$ cat src/verilog/spe_map.svh
// Offsets, field positions, reset values and timing periods in ns of the serial port.
`ifndef SPE_MAP_SVH
`define SPE_MAP_SVH
`define SPE_CTRL_OFF     12'h000
`define SPE_MODE_OFF     12'h004
`define SPE_STAT_OFF     12'h008
`define SPE_MASK_OFF     12'h00C
`define SPE_TXD_OFF      12'h010
`define SPE_RXD_OFF      12'h014
`define SPE_CTRL_EN      0
`define SPE_CTRL_SWRST   1
`define SPE_CTRL_DIS     2
`define SPE_MODE_MASTER  0
`define SPE_MODE_CLOCK_POLARITY    1
`define SPE_MODE_CLOCK_PHASE_SELECT   2
`define SPE_MODE_CLOCK_SOURCE_DIVIDE_SELECT    3
`define SPE_MODE_CS      4
`define SPE_MODE_DIV0    8
`define SPE_MODE_DIV1    16
`define SPE_ST_RXRDY     0
`define SPE_ST_TXEMPTY   1
`define SPE_ST_ACTIVE    2
`define SPE_MODE_RST     32'h0000_0000
`define SPE_LINK_PERIOD_NS 200
`define SPE_CLK_PERIOD_NS  25
`endif

$ cat src/verilog/spe_pkg.sv
// Types of the serial port; only the character type is shared by both ends.
package spe_pkg;
  typedef enum logic [1:0] {SPE_IDLE, SPE_LEAD, SPE_TRAIL, SPE_GAP} spe_state_t;
  typedef logic [7:0] spe_char_t;
endpackage

$ cat src/verilog/spe_link_if.sv
// Serial link between the port and its external partner.
interface spe_link_if;
  logic sck_o;
  logic sck_oe;
  logic mosi;
  logic miso;
  logic [1:0] cs_n;
  modport port (output sck_o, output sck_oe, output mosi, output cs_n, input miso);
  modport peer (input sck_o, input sck_oe, input mosi, input cs_n, output miso);
endinterface

$ cat src/verilog/spe_port.sv
// Serial port end: APB registers, master clock generation and slave receiver.
// Overview of operation
// - Slave mode never reports transmit underrun.
// - Software keeps divide-select option cleared.
// - Mixed dividers, idle-high phase zero: extra pulse.
// - Software uses divider one on all selects.
// - Slave polarity change may raise false receive flag.
// - Software toggles polarity, reads holding register.
// - Disable request ignored in slave mode.
// - Software reads last character, then resets.
`include "spe_map.svh"
module spe_port
  import spe_pkg::*;
(
  input  wire logic        pclk,
  input  wire logic        presetn,
  input  wire logic        psel,
  input  wire logic        penable,
  input  wire logic        pwrite,
  input  wire logic [11:0] paddr,
  input  wire logic [31:0] pwdata,
  output logic      [31:0] prdata,
  output logic             pready,
  output logic             pslverr,
  output logic             irq,
  spe_link_if.port         link,
  input  wire logic        sck_in,
  input  wire logic        cs_in_n
);
  logic [31:0] mode_q;
  logic [2:0]  stat_q;
  logic [2:0]  mask_q;
  logic        en_q;
  spe_char_t   rx_hold_q, sh_q;
  logic [2:0]  bit_q;
  logic [7:0]  cnt_q;
  logic        cs_sel_q;
  logic        sck_q, sck_oe_q, mosi_q;
  logic [1:0]  cs_q;
  logic        extra_q;
  spe_state_t  st_q;
  spe_char_t   sh_q_m;
  logic [2:0]  bit_m_q;
  logic [2:0]  pins_s;
  logic        sck_prev_q, pol_prev_q;
  logic        wr, rd, swrst, rx_load, glitch;
  logic        master, clock_polarity, clock_phase_select;
  logic [7:0]  div;

  assign wr      = psel && penable && pwrite;
  assign rd      = psel && penable && !pwrite;
  assign master  = mode_q[`SPE_MODE_MASTER];
  assign clock_polarity    = mode_q[`SPE_MODE_CLOCK_POLARITY];
  assign clock_phase_select   = mode_q[`SPE_MODE_CLOCK_PHASE_SELECT];
  assign div     = cs_sel_q ? mode_q[`SPE_MODE_DIV1 +: 8] : mode_q[`SPE_MODE_DIV0 +: 8];
  assign swrst   = wr && paddr == `SPE_CTRL_OFF && pwdata[`SPE_CTRL_SWRST];

  spe_sync #(.W(3)) u_sync (
    .pclk    (pclk),
    .presetn (presetn),
    .din     ({sck_in, cs_in_n, link.miso}),
    .dout    (pins_s)
  );

  // Control and mode registers; a software reset restores defaults.
  always_ff @(posedge pclk or negedge presetn) begin
    if (!presetn) begin
      mode_q <= `SPE_MODE_RST;
      mask_q <= '0;
      en_q   <= 1'b0;
    end else if (swrst) begin
      mode_q <= `SPE_MODE_RST;
      mask_q <= '0;
      en_q   <= 1'b0;
    end else if (wr) begin
      case (paddr)
        `SPE_CTRL_OFF: begin
          if (pwdata[`SPE_CTRL_EN])
            en_q <= 1'b1;
          else if (pwdata[`SPE_CTRL_DIS] && master)
            en_q <= 1'b0; // Slave mode keeps running.
        end
        `SPE_MODE_OFF: mode_q <= pwdata; // Divide-select stored, unused.
        `SPE_MASK_OFF: mask_q <= pwdata[2:0];
        default: ;
      endcase
    end
  end

  // APB read data and answer: zero wait states, unmapped reads zero.
  always_ff @(posedge pclk or negedge presetn) begin
    if (!presetn) begin
      prdata  <= '0;
      pready  <= 1'b0;
      pslverr <= 1'b0;
    end else begin
      pready  <= psel && !penable;
      pslverr <= 1'b0;
      prdata  <= '0;
      if (psel && !penable && !pwrite) begin
        case (paddr)
          `SPE_CTRL_OFF: prdata <= {31'h0, en_q};
          `SPE_MODE_OFF: prdata <= mode_q;
          `SPE_STAT_OFF: prdata <= {29'h0, stat_q};
          `SPE_MASK_OFF: prdata <= {29'h0, mask_q};
          `SPE_RXD_OFF:  prdata <= {24'h0, rx_hold_q};
          default:       prdata <= '0;
        endcase
      end
    end
  end

  // Slave receiver: shifts on the sampling edge of the synchronised clock.
  // Polarity changes while enabled look like an edge and can complete a char.
  logic sck_eff, samp_edge;
  assign sck_eff   = pins_s[2] ^ clock_polarity;
  assign samp_edge = sck_eff && !sck_prev_q;
  assign glitch    = en_q && !master && clock_polarity != pol_prev_q && bit_q == 3'd7;
  assign rx_load   = (en_q && !master && !pins_s[1] && samp_edge && bit_q == 3'd7) || glitch;

  always_ff @(posedge pclk or negedge presetn) begin
    if (!presetn) begin
      sck_prev_q <= 1'b0;
      pol_prev_q <= 1'b0;
      sh_q       <= '0;
      bit_q      <= '0;
      rx_hold_q  <= '0;
    end else begin
      sck_prev_q <= sck_eff;
      pol_prev_q <= clock_polarity;
      if (swrst || pins_s[1] || master) begin
        bit_q <= '0;
      end else if (en_q && samp_edge) begin
        sh_q  <= {sh_q[6:0], pins_s[0]};
        bit_q <= bit_q + 3'd1;
      end
      if (rx_load)
        rx_hold_q <= {sh_q[6:0], pins_s[0]};
    end
  end

  // Status: receive flag set on load (set wins over read), cleared by read.
  always_ff @(posedge pclk or negedge presetn) begin
    if (!presetn) begin
      stat_q <= 3'b010;
    end else begin
      if (rx_load)
        stat_q[`SPE_ST_RXRDY] <= 1'b1;
      else if (rd && paddr == `SPE_RXD_OFF)
        stat_q[`SPE_ST_RXRDY] <= 1'b0;
      stat_q[`SPE_ST_TXEMPTY] <= st_q == SPE_IDLE; // No underrun bit exists.
      stat_q[`SPE_ST_ACTIVE]  <= en_q;
    end
  end

  // Level interrupt from unmasked receive flag.
  always_ff @(posedge pclk or negedge presetn) begin
    if (!presetn)
      irq <= 1'b0;
    else
      irq <= |(stat_q & mask_q & 3'b001);
  end

  // Master clock generator; one byte per write of transmit data.
  always_ff @(posedge pclk or negedge presetn) begin
    if (!presetn) begin
      st_q        <= SPE_IDLE;
      cnt_q       <= '0;
      sck_q       <= 1'b0;
      sck_oe_q    <= 1'b0;
      mosi_q      <= 1'b0;
      cs_q        <= 2'b11;
      cs_sel_q    <= 1'b0;
      sh_q_m      <= '0;
      extra_q     <= 1'b0;
    end else begin
      sck_oe_q <= en_q && master;
      case (st_q)
        SPE_IDLE: begin
          sck_q <= clock_polarity;
          cs_q  <= 2'b11;
          if (en_q && master && wr && paddr == `SPE_TXD_OFF) begin
            cs_sel_q <= mode_q[`SPE_MODE_CS];
            sh_q_m   <= pwdata[7:0];
            mosi_q   <= pwdata[7];
            cs_q     <= mode_q[`SPE_MODE_CS] ? 2'b01 : 2'b10;
            cnt_q    <= 8'd0;
            // Dividers split between one and other values, idle-high clock, phase zero: stray pulse first.
            extra_q  <= clock_polarity && !clock_phase_select &&
                        ((mode_q[`SPE_MODE_DIV0 +: 8] == 8'd1) !=
                         (mode_q[`SPE_MODE_DIV1 +: 8] == 8'd1));
            st_q     <= SPE_LEAD;
          end
        end
        SPE_LEAD, SPE_TRAIL: begin
          if (cnt_q + 8'd1 >= div) begin
            cnt_q <= '0;
            sck_q <= !sck_q;
            if (extra_q) begin
              if (st_q == SPE_TRAIL)
                extra_q <= 1'b0;
              st_q <= st_q == SPE_LEAD ? SPE_TRAIL : SPE_LEAD;
            end else begin
              // Data moves only on a falling link clock edge, so a partner that
              // samples on rises sees it settled; the first bit is set at start.
              if (st_q == SPE_LEAD ? (clock_polarity && bit_m_q != 3'd0) : !clock_polarity) begin
                mosi_q <= sh_q_m[6];
                sh_q_m <= {sh_q_m[6:0], 1'b0};
              end
              if (st_q == SPE_LEAD)
                st_q <= SPE_TRAIL;
              else
                st_q <= bit_m_q == 3'd7 ? SPE_GAP : SPE_LEAD;
            end
          end else begin
            cnt_q <= cnt_q + 8'd1;
          end
        end
        default: begin
          st_q <= SPE_IDLE;
        end
      endcase
    end
  end

  // Master bit counter advances once per full clock period, except in the stray pulse.
  always_ff @(posedge pclk or negedge presetn) begin
    if (!presetn)
      bit_m_q <= '0;
    else if (st_q == SPE_IDLE)
      bit_m_q <= '0;
    else if (st_q == SPE_TRAIL && !extra_q && cnt_q + 8'd1 >= div)
      bit_m_q <= bit_m_q + 3'd1;
  end

  assign link.sck_o  = sck_q;
  assign link.sck_oe = sck_oe_q;
  assign link.mosi   = mosi_q;
  assign link.cs_n   = cs_q;
endmodule

$ cat src/verilog/spe_sync.sv
// Two flip-flop synchroniser for a group of pin levels.
module spe_sync #(
  parameter int W = 1
) (
  input  wire logic         pclk,
  input  wire logic         presetn,
  input  wire logic [W-1:0] din,
  output logic      [W-1:0] dout
);
  logic [W-1:0] meta_q;

  // The first stage is read only by the second stage.
  always_ff @(posedge pclk or negedge presetn) begin
    if (!presetn) begin
      meta_q <= '0;
      dout   <= '0;
    end else begin
      meta_q <= din;
      dout   <= meta_q;
    end
  end
endmodule
$ cat src/flat_wrapper.sv
// flat-port wrapper written by rule: the top's interface ports become plain ports
module spe_port_flat import spe_pkg::*;
  (pclk, presetn, psel, penable, pwrite, paddr, pwdata, prdata, pready, pslverr, irq, sck_in, cs_in_n, link_sck_o, link_sck_oe, link_mosi, link_cs_n, link_miso);
  spe_link_if link_i ();
  input  wire logic pclk;
  input  wire logic presetn;
  input  wire logic psel;
  input  wire logic penable;
  input  wire logic pwrite;
  input  wire logic [11:0] paddr;
  input  wire logic [31:0] pwdata;
  output logic      [31:0] prdata;
  output logic pready;
  output logic pslverr;
  output logic irq;
  input  wire logic sck_in;
  input  wire logic cs_in_n;
  output wire logic [$bits(link_i.sck_o)-1:0] link_sck_o;
  output wire logic [$bits(link_i.sck_oe)-1:0] link_sck_oe;
  output wire logic [$bits(link_i.mosi)-1:0] link_mosi;
  output wire logic [$bits(link_i.cs_n)-1:0] link_cs_n;
  input wire logic [$bits(link_i.miso)-1:0] link_miso;
  assign link_sck_o = link_i.sck_o;
  assign link_sck_oe = link_i.sck_oe;
  assign link_mosi = link_i.mosi;
  assign link_cs_n = link_i.cs_n;
  assign link_i.miso = link_miso;
  spe_port u_core (.pclk(pclk), .presetn(presetn), .psel(psel), .penable(penable), .pwrite(pwrite), .paddr(paddr), .pwdata(pwdata), .prdata(prdata), .pready(pready), .pslverr(pslverr), .irq(irq), .link(link_i), .sck_in(sck_in), .cs_in_n(cs_in_n));
endmodule
$ cat config.mk
export PLATFORM = sky130hd
export DESIGN_NAME = spe_port_flat
export DESIGN_NICKNAME = d
export VERILOG_FILES = /design/src/verilog/spe_pkg.sv /design/src/verilog/spe_link_if.sv /design/src/verilog/spe_port.sv /design/src/verilog/spe_sync.sv /design/src/flat_wrapper.sv
export VERILOG_INCLUDE_DIRS = /design/src /design/src/verilog
export SDC_FILE = /design/constraint.sdc
export NUM_CORES = 1
export LEC_CHECK = 0
export BUFFER_PORTS_ARGS = -buffer_cell sky130_fd_sc_hd__buf_4
export CAP_MARGIN = 20
export CORE_MARGIN = 3
export CORE_UTILIZATION = 35
export CTS_CLUSTER_DIAMETER = 30
export DETAILED_ROUTE_END_ITERATION = 6
export SLEW_MARGIN = 0
export SYNTH_ARGS = -nofsm -noshare
export SYNTH_HDL_FRONTEND = slang
export SYNTH_HIERARCHICAL = 1
export SYNTH_SLANG_ARGS = --single-unit
$ cat constraint.sdc
create_clock -name pclk -period 5.05 [get_ports pclk]
set_clock_uncertainty 0.1 [all_clocks]
set_input_delay 0.2525 -clock pclk [delete_from_list [all_inputs] [get_ports pclk]]
set_output_delay 0.2525 -clock pclk [all_outputs]
set_load 0.02 [all_outputs]
# After elaboration in Yosys (flattened, before gate mapping)
# Index checks and enable logic that the tools add are counted.
dict set report word_totals {
  regBits 126
  word_cells 159
}
dict set report op_classes {
  n_lt_le_gt_ge 1
  n_addsub 3
  n_reduce_logical 60
  mux 50
  n_eq_ne 17
  n_bitwise 3
}
# op n
set op_table {}
lappend op_table {{$pmux 32 s5} 1}
lappend op_table {{$mux 32} 4}
lappend op_table {{$mux 7} 4}
lappend op_table {{$logic_and 1x1->1} 25}
lappend op_table {{$eq 12x4->1 const B} 2}
lappend op_table {{$eq 12x5->1 const B} 2}
lappend op_table {{$mux 8} 3}
lappend op_table {{$mux 3} 7}
lappend op_table {{$mux 1} 17}
lappend op_table {{$eq 8x1->1 const B} 2}
lappend op_table {{$mux 2} 8}
lappend op_table {{$pmux 8 s2} 1}
lappend op_table {{$reduce_bool 2->1} 8}
lappend op_table {{$pmux 7 s2} 1}
lappend op_table {{$reduce_and 2->1} 7}
lappend op_table {{$eq 12x3->1 const B} 1}
lappend op_table {{$logic_not 12->1} 1}
lappend op_table {{$logic_not 1->1} 9}
lappend op_table {{$add 8x1->8 const B} 1}
lappend op_table {{$ge 8x8->1} 1}
lappend op_table {{$add 3x1->3 const B} 2}
lappend op_table {{$eq 3x3->1 const B} 2}
lappend op_table {{$ne 2x1->1 const B} 3}
lappend op_table {{$pmux 1 s2} 3}
lappend op_table {{14 further kinds} 19}

# Depth between registers and ports, before layout
# Gate-level depths: netlist of the first run.
dict set report logic_depth {
  depth_word 8
  mapped_depth 12
  depth_no_buf 11
}

# Cells and area by module
# Netlist of the first run, hierarchy kept.
# mod cells_per_inst n_inst area_each_um2 seq_area_each_um2
set by_module_without_submodules {}
lappend by_module_without_submodules {spe_port 499 1 5656.7 3006.6}
lappend by_module_without_submodules {spe_sync 6 1 150.1 150.1}

# Worst setup path after synthesis of the first run
# No wires, ideal clock.
dict set report synth_timing {
  path_type {reg-to-reg}
  startpoint {register u_core.cs_sel_q}
  endpoint {register u_core.st_q[1]}
  stages_incl_launch_ff 11
  path_buffers 2
  arrival_time_ps 2790
  synth_period_minus_slack_ps 3000
  path_slack_ps 2050
  path_cell_list {dfrtp_1 > clkbuf_1 > mux2_2 > ha_1 > nand2b_1 > a2111oi_0 > o41ai_2 > nor2_1 > clkbuf_1 > o21ai_0 > o41ai_1}
}
dict set report synth_via {
  elab_chain_cells 4
}
# item line_no
set synth_lines {}
lappend synth_lines {{start, declared} spe_port.sv:37} ;# logic cs_sel_q;
lappend synth_lines {{start signal, assigned} spe_port.sv:183} ;# cs_sel_q <= mode_q[`SPE_MODE_CS];
lappend synth_lines {{$mux 8} spe_port.sv:55} ;# assign div = cs_sel_q ? mode_q[`SPE_MODE_DIV1 +: 8] : mode_q[`SPE_MODE_DIV0 +: 8];
lappend synth_lines {{$ge 8x8->1} spe_port.sv:196} ;# if (cnt_q + 8'd1 >= div) begin
lappend synth_lines {{$ne 2x1->1 (no line)} -}
lappend synth_lines {{$reduce_and 2->1 (no line)} -}
lappend synth_lines {{end signal, assigned} spe_port.sv:202} ;# st_q <= st_q == SPE_LEAD ? SPE_TRAIL : SPE_LEAD;
lappend synth_lines {{end signal, assigned} spe_port.sv:213} ;# st_q <= bit_m_q == 3'd7 ? SPE_GAP : SPE_LEAD;
lappend synth_lines {{end, declared} spe_port.sv:41} ;# spe_state_t st_q;
# No other way between the ends.
# A chain may end at the register's enable or synchronous reset.

# Worst setup path after layout of the first run
dict set report layout_timing {
  startpoint {register u_core.cnt_q[0]}
  endpoint {register u_core.sh_q_m[3]}
}
dict set report layout_via {
  elab_chain_cells 4
}
# item line_no
set layout_lines {}
lappend layout_lines {{start, declared} spe_port.sv:36} ;# logic [7:0] cnt_q;
lappend layout_lines {{start signal, assigned} spe_port.sv:216} ;# cnt_q <= cnt_q + 8'd1;
lappend layout_lines {{$add 8x1->8} spe_port.sv:196}
lappend layout_lines {{$ge 8x8->1} spe_port.sv:196}
lappend layout_lines {{$ne 2x1->1 (no line)} -}
lappend layout_lines {{$reduce_and 5->1 (no line)} -}
lappend layout_lines {{end signal, assigned} spe_port.sv:184} ;# sh_q_m <= pwdata[7:0];
lappend layout_lines {{end signal, assigned} spe_port.sv:208} ;# sh_q_m <= {sh_q_m[6:0], 1'b0};
lappend layout_lines {{end, declared} spe_port.sv:42} ;# spe_char_t sh_q_m;
# No other way between the ends.

==> results of run 1 <==
-- state kept, by name (all words and copies together) (netlist names) --
| signal | count |
|---|---|
| u_core/en_q | 1 |
| u_core/link.sck_o | 1 |
| u_core/sh_q | 7 |
| u_core/mask_q | 3 |
| u_core/extra_q | 1 |
| u_core/mode_q | 32 |
| u_core/st_q | 2 |
| u_core/link.sck_oe | 1 |
| u_core/sck_prev_q | 1 |
| u_core/u_sync/meta_q | 3 |
| u_core/link.mosi | 1 |
| u_core/pready | 1 |
| u_core/stat_q | 3 |
| u_core/pol_prev_q | 1 |
| u_core/u_sync/dout | 3 |
| u_core/prdata | 32 |
| u_core/cs_sel_q | 1 |
| u_core/link.cs_n | 2 |
| u_core/irq | 1 |
| u_core/cnt_q | 8 |
| u_core/bit_m_q | 3 |
| u_core/sh_q_m | 7 |
| u_core/bit_q | 3 |
| u_core/rx_hold_q | 8 |
-- per-layer routing --
layer,vias to the layer above,track usage,part of all wire
met5,-,0,0
met4,0,0.0718,0.025
met3,25,0.0410,0.063
met2,138,0.228,0.45
met1,2044,0.207,0.47
li1,2015,-,-
-- worst max-delay path, stage by stage (launching register included) --
cell	delay [ps]
dfrtp_1	430
ha_1	290
nand3_1	170
nor2_1	170
xor2_1	110
ha_1	280
nand2_1	70
o41ai_2	770
nand3_1	220
nand2b_1	310
o221a_2	290
-- power groups by stage --
| stage | clock [mW] | sequential, mW | combinational, mW |
|---|---|---|---|
| floorplan | 0 | 1.03 | 0.0148 |
| CTS | 1.14 | 1.02 | 0.0926 |
| global route | 1.19 | 1.02 | 0.101 |
| detailed placement | 0 | 1.03 | 0.0743 |
| finish | 1.12 | 1.02 | 0.0902 |
| global placement | 0 | 1.03 | 0.0736 |
-- cell usage in the layout (no fill, tap or decap), types with 4 or more instances in the layout --
cell type      count
clkinvlp_4         4
buf_4             94
dlygate4sd3_1     29
or2_2              4
nor2b_1            5
mux2i_1           53
nor4_1             5
clkbuf_16         17
a21oi_1           17
nor2_1            64
nand3_1           14
nand2_1           30
nor3_1             6
and2_1            25
xor2_1             6
inv_1              9
o21ai_0           16
mux2_2            17
a32o_1             5
clkinv_2           5
dfrtp_1          123
o32a_2             6
ha_1              18
-- logic make-up after synthesis --
| group | synth area share |
|---|---|
| AOI/OAI and AO/OA | 0.0849 |
| xor gates and xnor gates | 0.0136 |
| adders and majority gates | 0.0388 |
| buffers and inverters | 0.0310 |
| DFF | 0.544 |
| muxes | 0.128 |
| other | 0.000646 |
| and+or+nand+nor | 0.159 |
-- per-stage QoR --
step | setup WS (ps) | power (mW) | utilization
6_report | 1720 | 2.22 | 0.465
5_1_grt | 1340 | 2.31 | 0.465
4_1_cts | 1700 | 2.25 | 0.465
3_5_place_dp | 1680 | 1.11 | 0.413
3_3_place_gp | 1770 | 1.11 | 0.413
2_1_floorplan | 2050 | 1.05 | -
-- final cells by class --
class	count	area, µm²	area share
repair buffers	123	996	0.133
multi-input cells	344	2470	0.331
clock buffers	21	450	0.0603
flip-flops and latches	126	3160	0.422
well taps	216	270	0.0362
inverters	9	33.8	0.00452
clock inverters	11	93.8	0.0126
-- worst max path at each step --
stage | start | endpoint | slack, ps | cells past startpoint
detailed placement | u_core/cs_sel_q$_DFFE_PN0P_ | u_core/st_q[1]$_DFFE_PN0P_ | 1680 | 8
finish | u_core/cnt_q[0]$_DFFE_PN0P_ | u_core/sh_q_m[3]$_DFFE_PN0P_ | 1720 | 10
global route | u_core/cnt_q[0]$_DFFE_PN0P_ | u_core/st_q[0]$_DFFE_PN0P_ | 1340 | 10
CTS | u_core/cs_sel_q$_DFFE_PN0P_ | u_core/st_q[1]$_DFFE_PN0P_ | 1700 | 8
global placement | u_core/cs_sel_q$_DFFE_PN0P_ | u_core/st_q[1]$_DFFE_PN0P_ | 1770 | 8
floorplan | u_core/cs_sel_q$_DFFE_PN0P_ | u_core/st_q[1]$_DFFE_PN0P_ | 2050 | 10
==> impl_metrics.yaml, run 1 <==
outcome:
  status: "finished clean"
sta:
  worst_hold_slack_ps: 12.9
  slew_headroom: 0.280
  worst_pin_slew_ps: 1080
  rsz0062_at_grt: "false"
  setup-violations-final: 0
  period_needed_ps: 3330
  fin_crit_sh: 0.659
  fmax_ghz: 0.301
  slew_violations: 0
  tns_ps: 0
  hold_viol_final: 0
worst_hold_path:
  worstHoldStart: "pwdata[20]"
  hold_class: "input port to flop"
  min_to: "u_core/mode_q[20]$_DFFE_PN0P_"
  whs_path_depth: 3
synthesis:
  synth_ff_type: "dfrtp_1"
  yosysMostFrequentCell: "dfrtp_1"
  synth_area_leader_cell: "dfrtp_1"
  syn_area_per_cell_um2: 11.5
  synth.area.top_cells: "dfrtp_1 53%, mux2i_1 9.1%, nor2_1 4.1%"
  syn_nets: 575
  yosys_warnings: 6
  syn_inst: 505
  synth_seq_area_share: 0.544
  synth.distinct_cells: 59
  synthArstFlopShare: 1.00
  synth_edf_count: 0
  synth_seq_cells: 126
  synth_area_um2: 5810
  synth_common_cells: "123 x dfrtp_1, 64 x nor2_1, 53 x mux2i_1, 30 x nand2_1, 26 x and2_1"
  netlist.area_leader.share: 0.530
floorplanning:
  core_um2: 16100
  initial_core_util: 0.362
  io_pins: 92
  die_h_um: 135
  num_rows: 46
  dieArea_um2: 18200
  die_x_um: 135
power_and_ir_drop:
  pwr-share-seq: 0.457
  ir_drop_v: 0.000251
  switching_share: 0.215
  pwr-share-comb: 0.041
  p_leak_nw: 3.53
  p_int_mw: 1.74
  powerDensity_nw_per_um2: 297
  p_switching_mw: 0.478
  p_clk_frac: 0.502
clock_network:
  cts.sinks: 126
  clk_pin_slew_ps: 60
  cts.htree.levels: 4
  ctsHoldBuffers: 29
  cts_resized: 0
  ctsRootBufferMaster: "clkbuf_16"
  insertion_delay_ps: 410
  tritoncts: "built"
  numCtsBuffers: 17
  clock_path_buffers: 2
  post-cts-setup-buffers: 0
global_route:
  grt_usage: 0.153
  grt_max_degree: 76
  grt_pass1_vias: 4288
  antenna_found_initial: 0
  grt_pass1_wl_mm: 21.8
  overflow: 0
worst_setup_path:
  r2r-end: "u_core/sh_q_m[3]$_DFFE_PN0P_"
  reg2reg_from: "u_core/cnt_q[0]$_DFFE_PN0P_"
  worst_setup_path_start_kind: "flop"
  reg2reg_slack_ps: 1720
  end_kind: "flop"
  worst_r2r_path_depth: 10
  critPathKind: "flop to flop"
  worstPathRequired_ps: 5240
  crit_arrival_ps: 3520
  path_max_fanout: 8
routing:
  wl_per_cell_um: 15.7
  wl_mm: 13.3
  antenna_left: 0
  dr.pass1.iters: 4
  drc_errors: 0
  vias: 4222
  via_per_inst: 4.97
  first_iter_violations: 261
cells_and_area:
  layout.cells.non_filler: 850
  fillerInstances: 1455
  final_area_um2: 7470
  nets: 691
  area_delta_synth_final_pct: 28.7
  drive_gt1_frac: 0.267
  diodes: 0
place:
  place_area_um2: 6640
  dp.cells: 789
  dp_hpwl_mm: 9.48
  io_buffers: 90
  gp_congestion: 0.816
job:
  cap_violations: 0
No activity file was read; power rests on OpenSTA's default activity.
==> run 2: changes to the inputs <==
ABC_AREA = 1   (was default)
clock period = 2.8 ns   (was 5.05 ns; I/O delays follow)
==> run 2 against run 1 <==
Against the previous run:
- largest cell class unchanged
- largest power group unchanged
- critical path type unchanged
- cell count up 25%
- flip-flop and latch count unchanged
- sequential share of layout area down 2.2 points
==> impl_metrics.yaml, run 2 <==
synthesis:
  yosysMostFrequentCell: "nand2_1"
  synth_seq_area_share: 0.520
  syn_inst: 704
  synth_area_um2: 6070
  syn_area_per_cell_um2: 8.62
  synth_ff_type: "dfrtp_1"
  syn_nets: 774
  synthArstFlopShare: 1.00
  netlist.area_leader.share: 0.507
  yosys_warnings: 6
  synth.distinct_cells: 34
  synth_seq_cells: 126
  synth_common_cells: "155 x nand2_1, 123 x dfrtp_1, 87 x nor2_1, 72 x inv_1, 42 x nand3_1"
  synth_edf_count: 0
  synth_area_leader_cell: "dfrtp_1"
  synth.area.top_cells: "dfrtp_1 51%, nand2_1 9.6%, nor2_1 5.4%"
cells_and_area:
  final_cell_mix: "155 x nand2_1, 123 x dfrtp_1, 98 x buf_4"
  area_delta_synth_final_pct: 29.8
  nets: 902
  drive_gt1_frac: 0.209
  regArea_um2: 3160
  multi_input_area_um2: 2410
  post-route-util: 0.470
  final_common_cell: "nand2_1"
  fillerInstances: 1625
  final_area_um2: 7870
  top_regs: "u_core/mode_q (32), u_core/prdata (32)"
  diodes: 0
worst_setup_path:
  critical_path_buf_inv_count: 1
  worst_setup_path_start_kind: "flop"
  end_kind: "flop"
  cp_top_family: "simple AND/OR/NAND/NOR gates"
  cp_cell_sequence: "nand3_1 -> inv_1 -> nand4_1 -> o21ai_0 -> nand2_1 -> ha_1 -> a21oi_1 -> o21a_1 -> nand3_2 -> nand3_2 -> nand2_1 -> nand2_1"
  critPathMostFrequentCell: "nand2_1"
  crit_arrival_ps: 2720
  path_max_fanout: 12
  critPathKind: "flop to flop"
  critPathSlowestCell: "dfrtp_1"
  max_stage_delay_ps: 410
  worstPathRequired_ps: 3060
floorplanning:
  dieArea_um2: 19000
  core_um2: 16800
  io_pins: 92
  initial_core_util: 0.362
  die_h_um: 138
  die_x_um: 138
  num_rows: 47
power_and_ir_drop:
  power_mw: 4.28
  powerDensity_nw_per_um2: 543
  ir_drop_v: 0.000403
  p_leak_nw: 3.96
clock_network:
  clock_path_buffers: 2
  ctsRootBufferMaster: "clkbuf_16"
  clk_pin_slew_ps: 50
  cts.sinks: 126
  post-cts-setup-buffers: 0
  numCtsBuffers: 17
  tritoncts: "built"
  cts.htree.levels: 4
  insertion_delay_ps: 420
place:
  io_buffers: 90
  dp_hpwl_mm: 10.5
  gp_congestion: 0.859
  pre_cts_ws_ps: 224
  place_area_um2: 6890
worst_hold_path:
  hold_class: "input port to flop"
sta:
  worst_pin_slew_ps: 583
  slew_headroom: 0.611
  setup-violations-final: 0
  rsz0062_at_grt: "false"
  fmax_ghz: 0.406
  tns_ps: 0
  setup_ws_ps: 336
  hold_viol_final: 0
  fin_crit_sh: 0.880
  slew_violations: 0
  period_needed_ps: 2460
global_route:
  grt_pass1_vias: 4986
  grt_usage: 0.171
  antenna_found_initial: 0
  grt_max_degree: 58
  grt_pass1_wl_mm: 25.1
  overflow: 0
routing:
  wl_mm: 15.2
  maxUsedRoutingLayer: "met4"
  antenna_left: 0
  met3_length_um: 650
  drc_errors: 0
  dr.pass1.iters: 5
  first_iter_violations: 349
  wl_per_cell_um: 14.3
  met2WireLength_mm: 7.31
  via_per_inst: 4.73
  wl_met1_mm: 7.00
  vias: 5036
job:
  cap_violations: 0
outcome:
  status: "finished clean"
-- run 2: cell types whose count changed in the layout (fill, tap and decap cells not counted), sizes merged, moves of 6 or more --
cell and delta:
and2 -28, mux2 -17, nand3 +32, nand4 +38, nor2 +36, inv +69, o32a -6, o221a -6
o21ai +50, nor4 -8, dlygate4sd3 +12, mux2i -53, nand2 +128
-- run 2: tightest hold or removal path, cell delays in order --
cell and delay, ps:
buf_4 120, nand3_1 100, o21ai_0 90, nand2_1 50
-- run 2: cell type report --
cell class | count | area share
flip-flops and latches | 126 | 0.401
multi-input cells | 468 | 0.307
repair buffers | 140 | 0.148
clock buffers | 26 | 0.0609
inverters | 79 | 0.0377
well taps | 220 | 0.0350
clock inverters | 6 | 0.0108
-- run 2: report_power, final --
group	switching, mW	internal (mW)
logic	0.148	0.122
registers	0.0238	1.86
clock network	0.772	1.35
-- run 2: path summary, 6_finish.rpt --
check                                                       start                         endpoint  slack (ps)  depth (start not counted)
worst max-delay path                  u_core/cnt_q[2]$_DFFE_PN0P_     u_core/sh_q_m[0]$_DFFE_PN0P_         340                         12
worst min-delay path                                         psel     u_core/stat_q[0]$_DFFE_PN0P_          20                          4
worst max register to register        u_core/cnt_q[2]$_DFFE_PN0P_     u_core/sh_q_m[0]$_DFFE_PN0P_         340                         12
worst min register to register  u_core/u_sync/meta_q[0]$_DFF_PN0_  u_core/u_sync/dout[0]$_DFF_PN0_         250                          0
max in group asynchronous                                 presetn       u_core/stat_q[1]$_DFF_PN1_        1920                          3
min in group asynchronous                                 presetn      u_core/prdata[19]$_DFF_PN0_         180                          3
-- run 2: per-stage QoR --
| step | cells | hold slack, ps |
|---|---|---|
| 3_5_place_dp | 992 | -154 |
| 2_1_floorplan | 704 | -256 |
| 4_1_cts | 1065 | 8.64 |
| 6_report | 1065 | 20.5 |
| 5_1_grt | 1065 | 57.3 |
| 3_3_place_gp | 992 | -150 |
-- run 2: per-layer routing --
layer	track usage	vias up
li1	-	2528
met1	0.227	2405
met2	0.274	89
met3	0.0457	14
met4	0.0499	0
met5	0	-
-- run 2: cells by family (layout without fill, tap and decap cells) --
logic type / after synthesis / in the layout / synth area share
XOR/XNOR: 5 / 5 / 0.00846
buffers and inverters: 110 / 251 / 0.0825
AND/OR/NAND/NOR: 356 / 356 / 0.262
flip-flops: 126 / 126 / 0.520
adder cells (fa/ha/maj): 18 / 18 / 0.0371
other: 1 / 1 / 0.000618
AO/OA/AOI/OAI: 88 / 88 / 0.0889
-- run 2: timing repair --
action / 4_1_cts / 5_1_grt
hold endpoints to repair: 170 / 0
endpoints found under the setup margin: 0 / 11
gates resized for setup: 0 / 1
hold buffers: 41 / 0
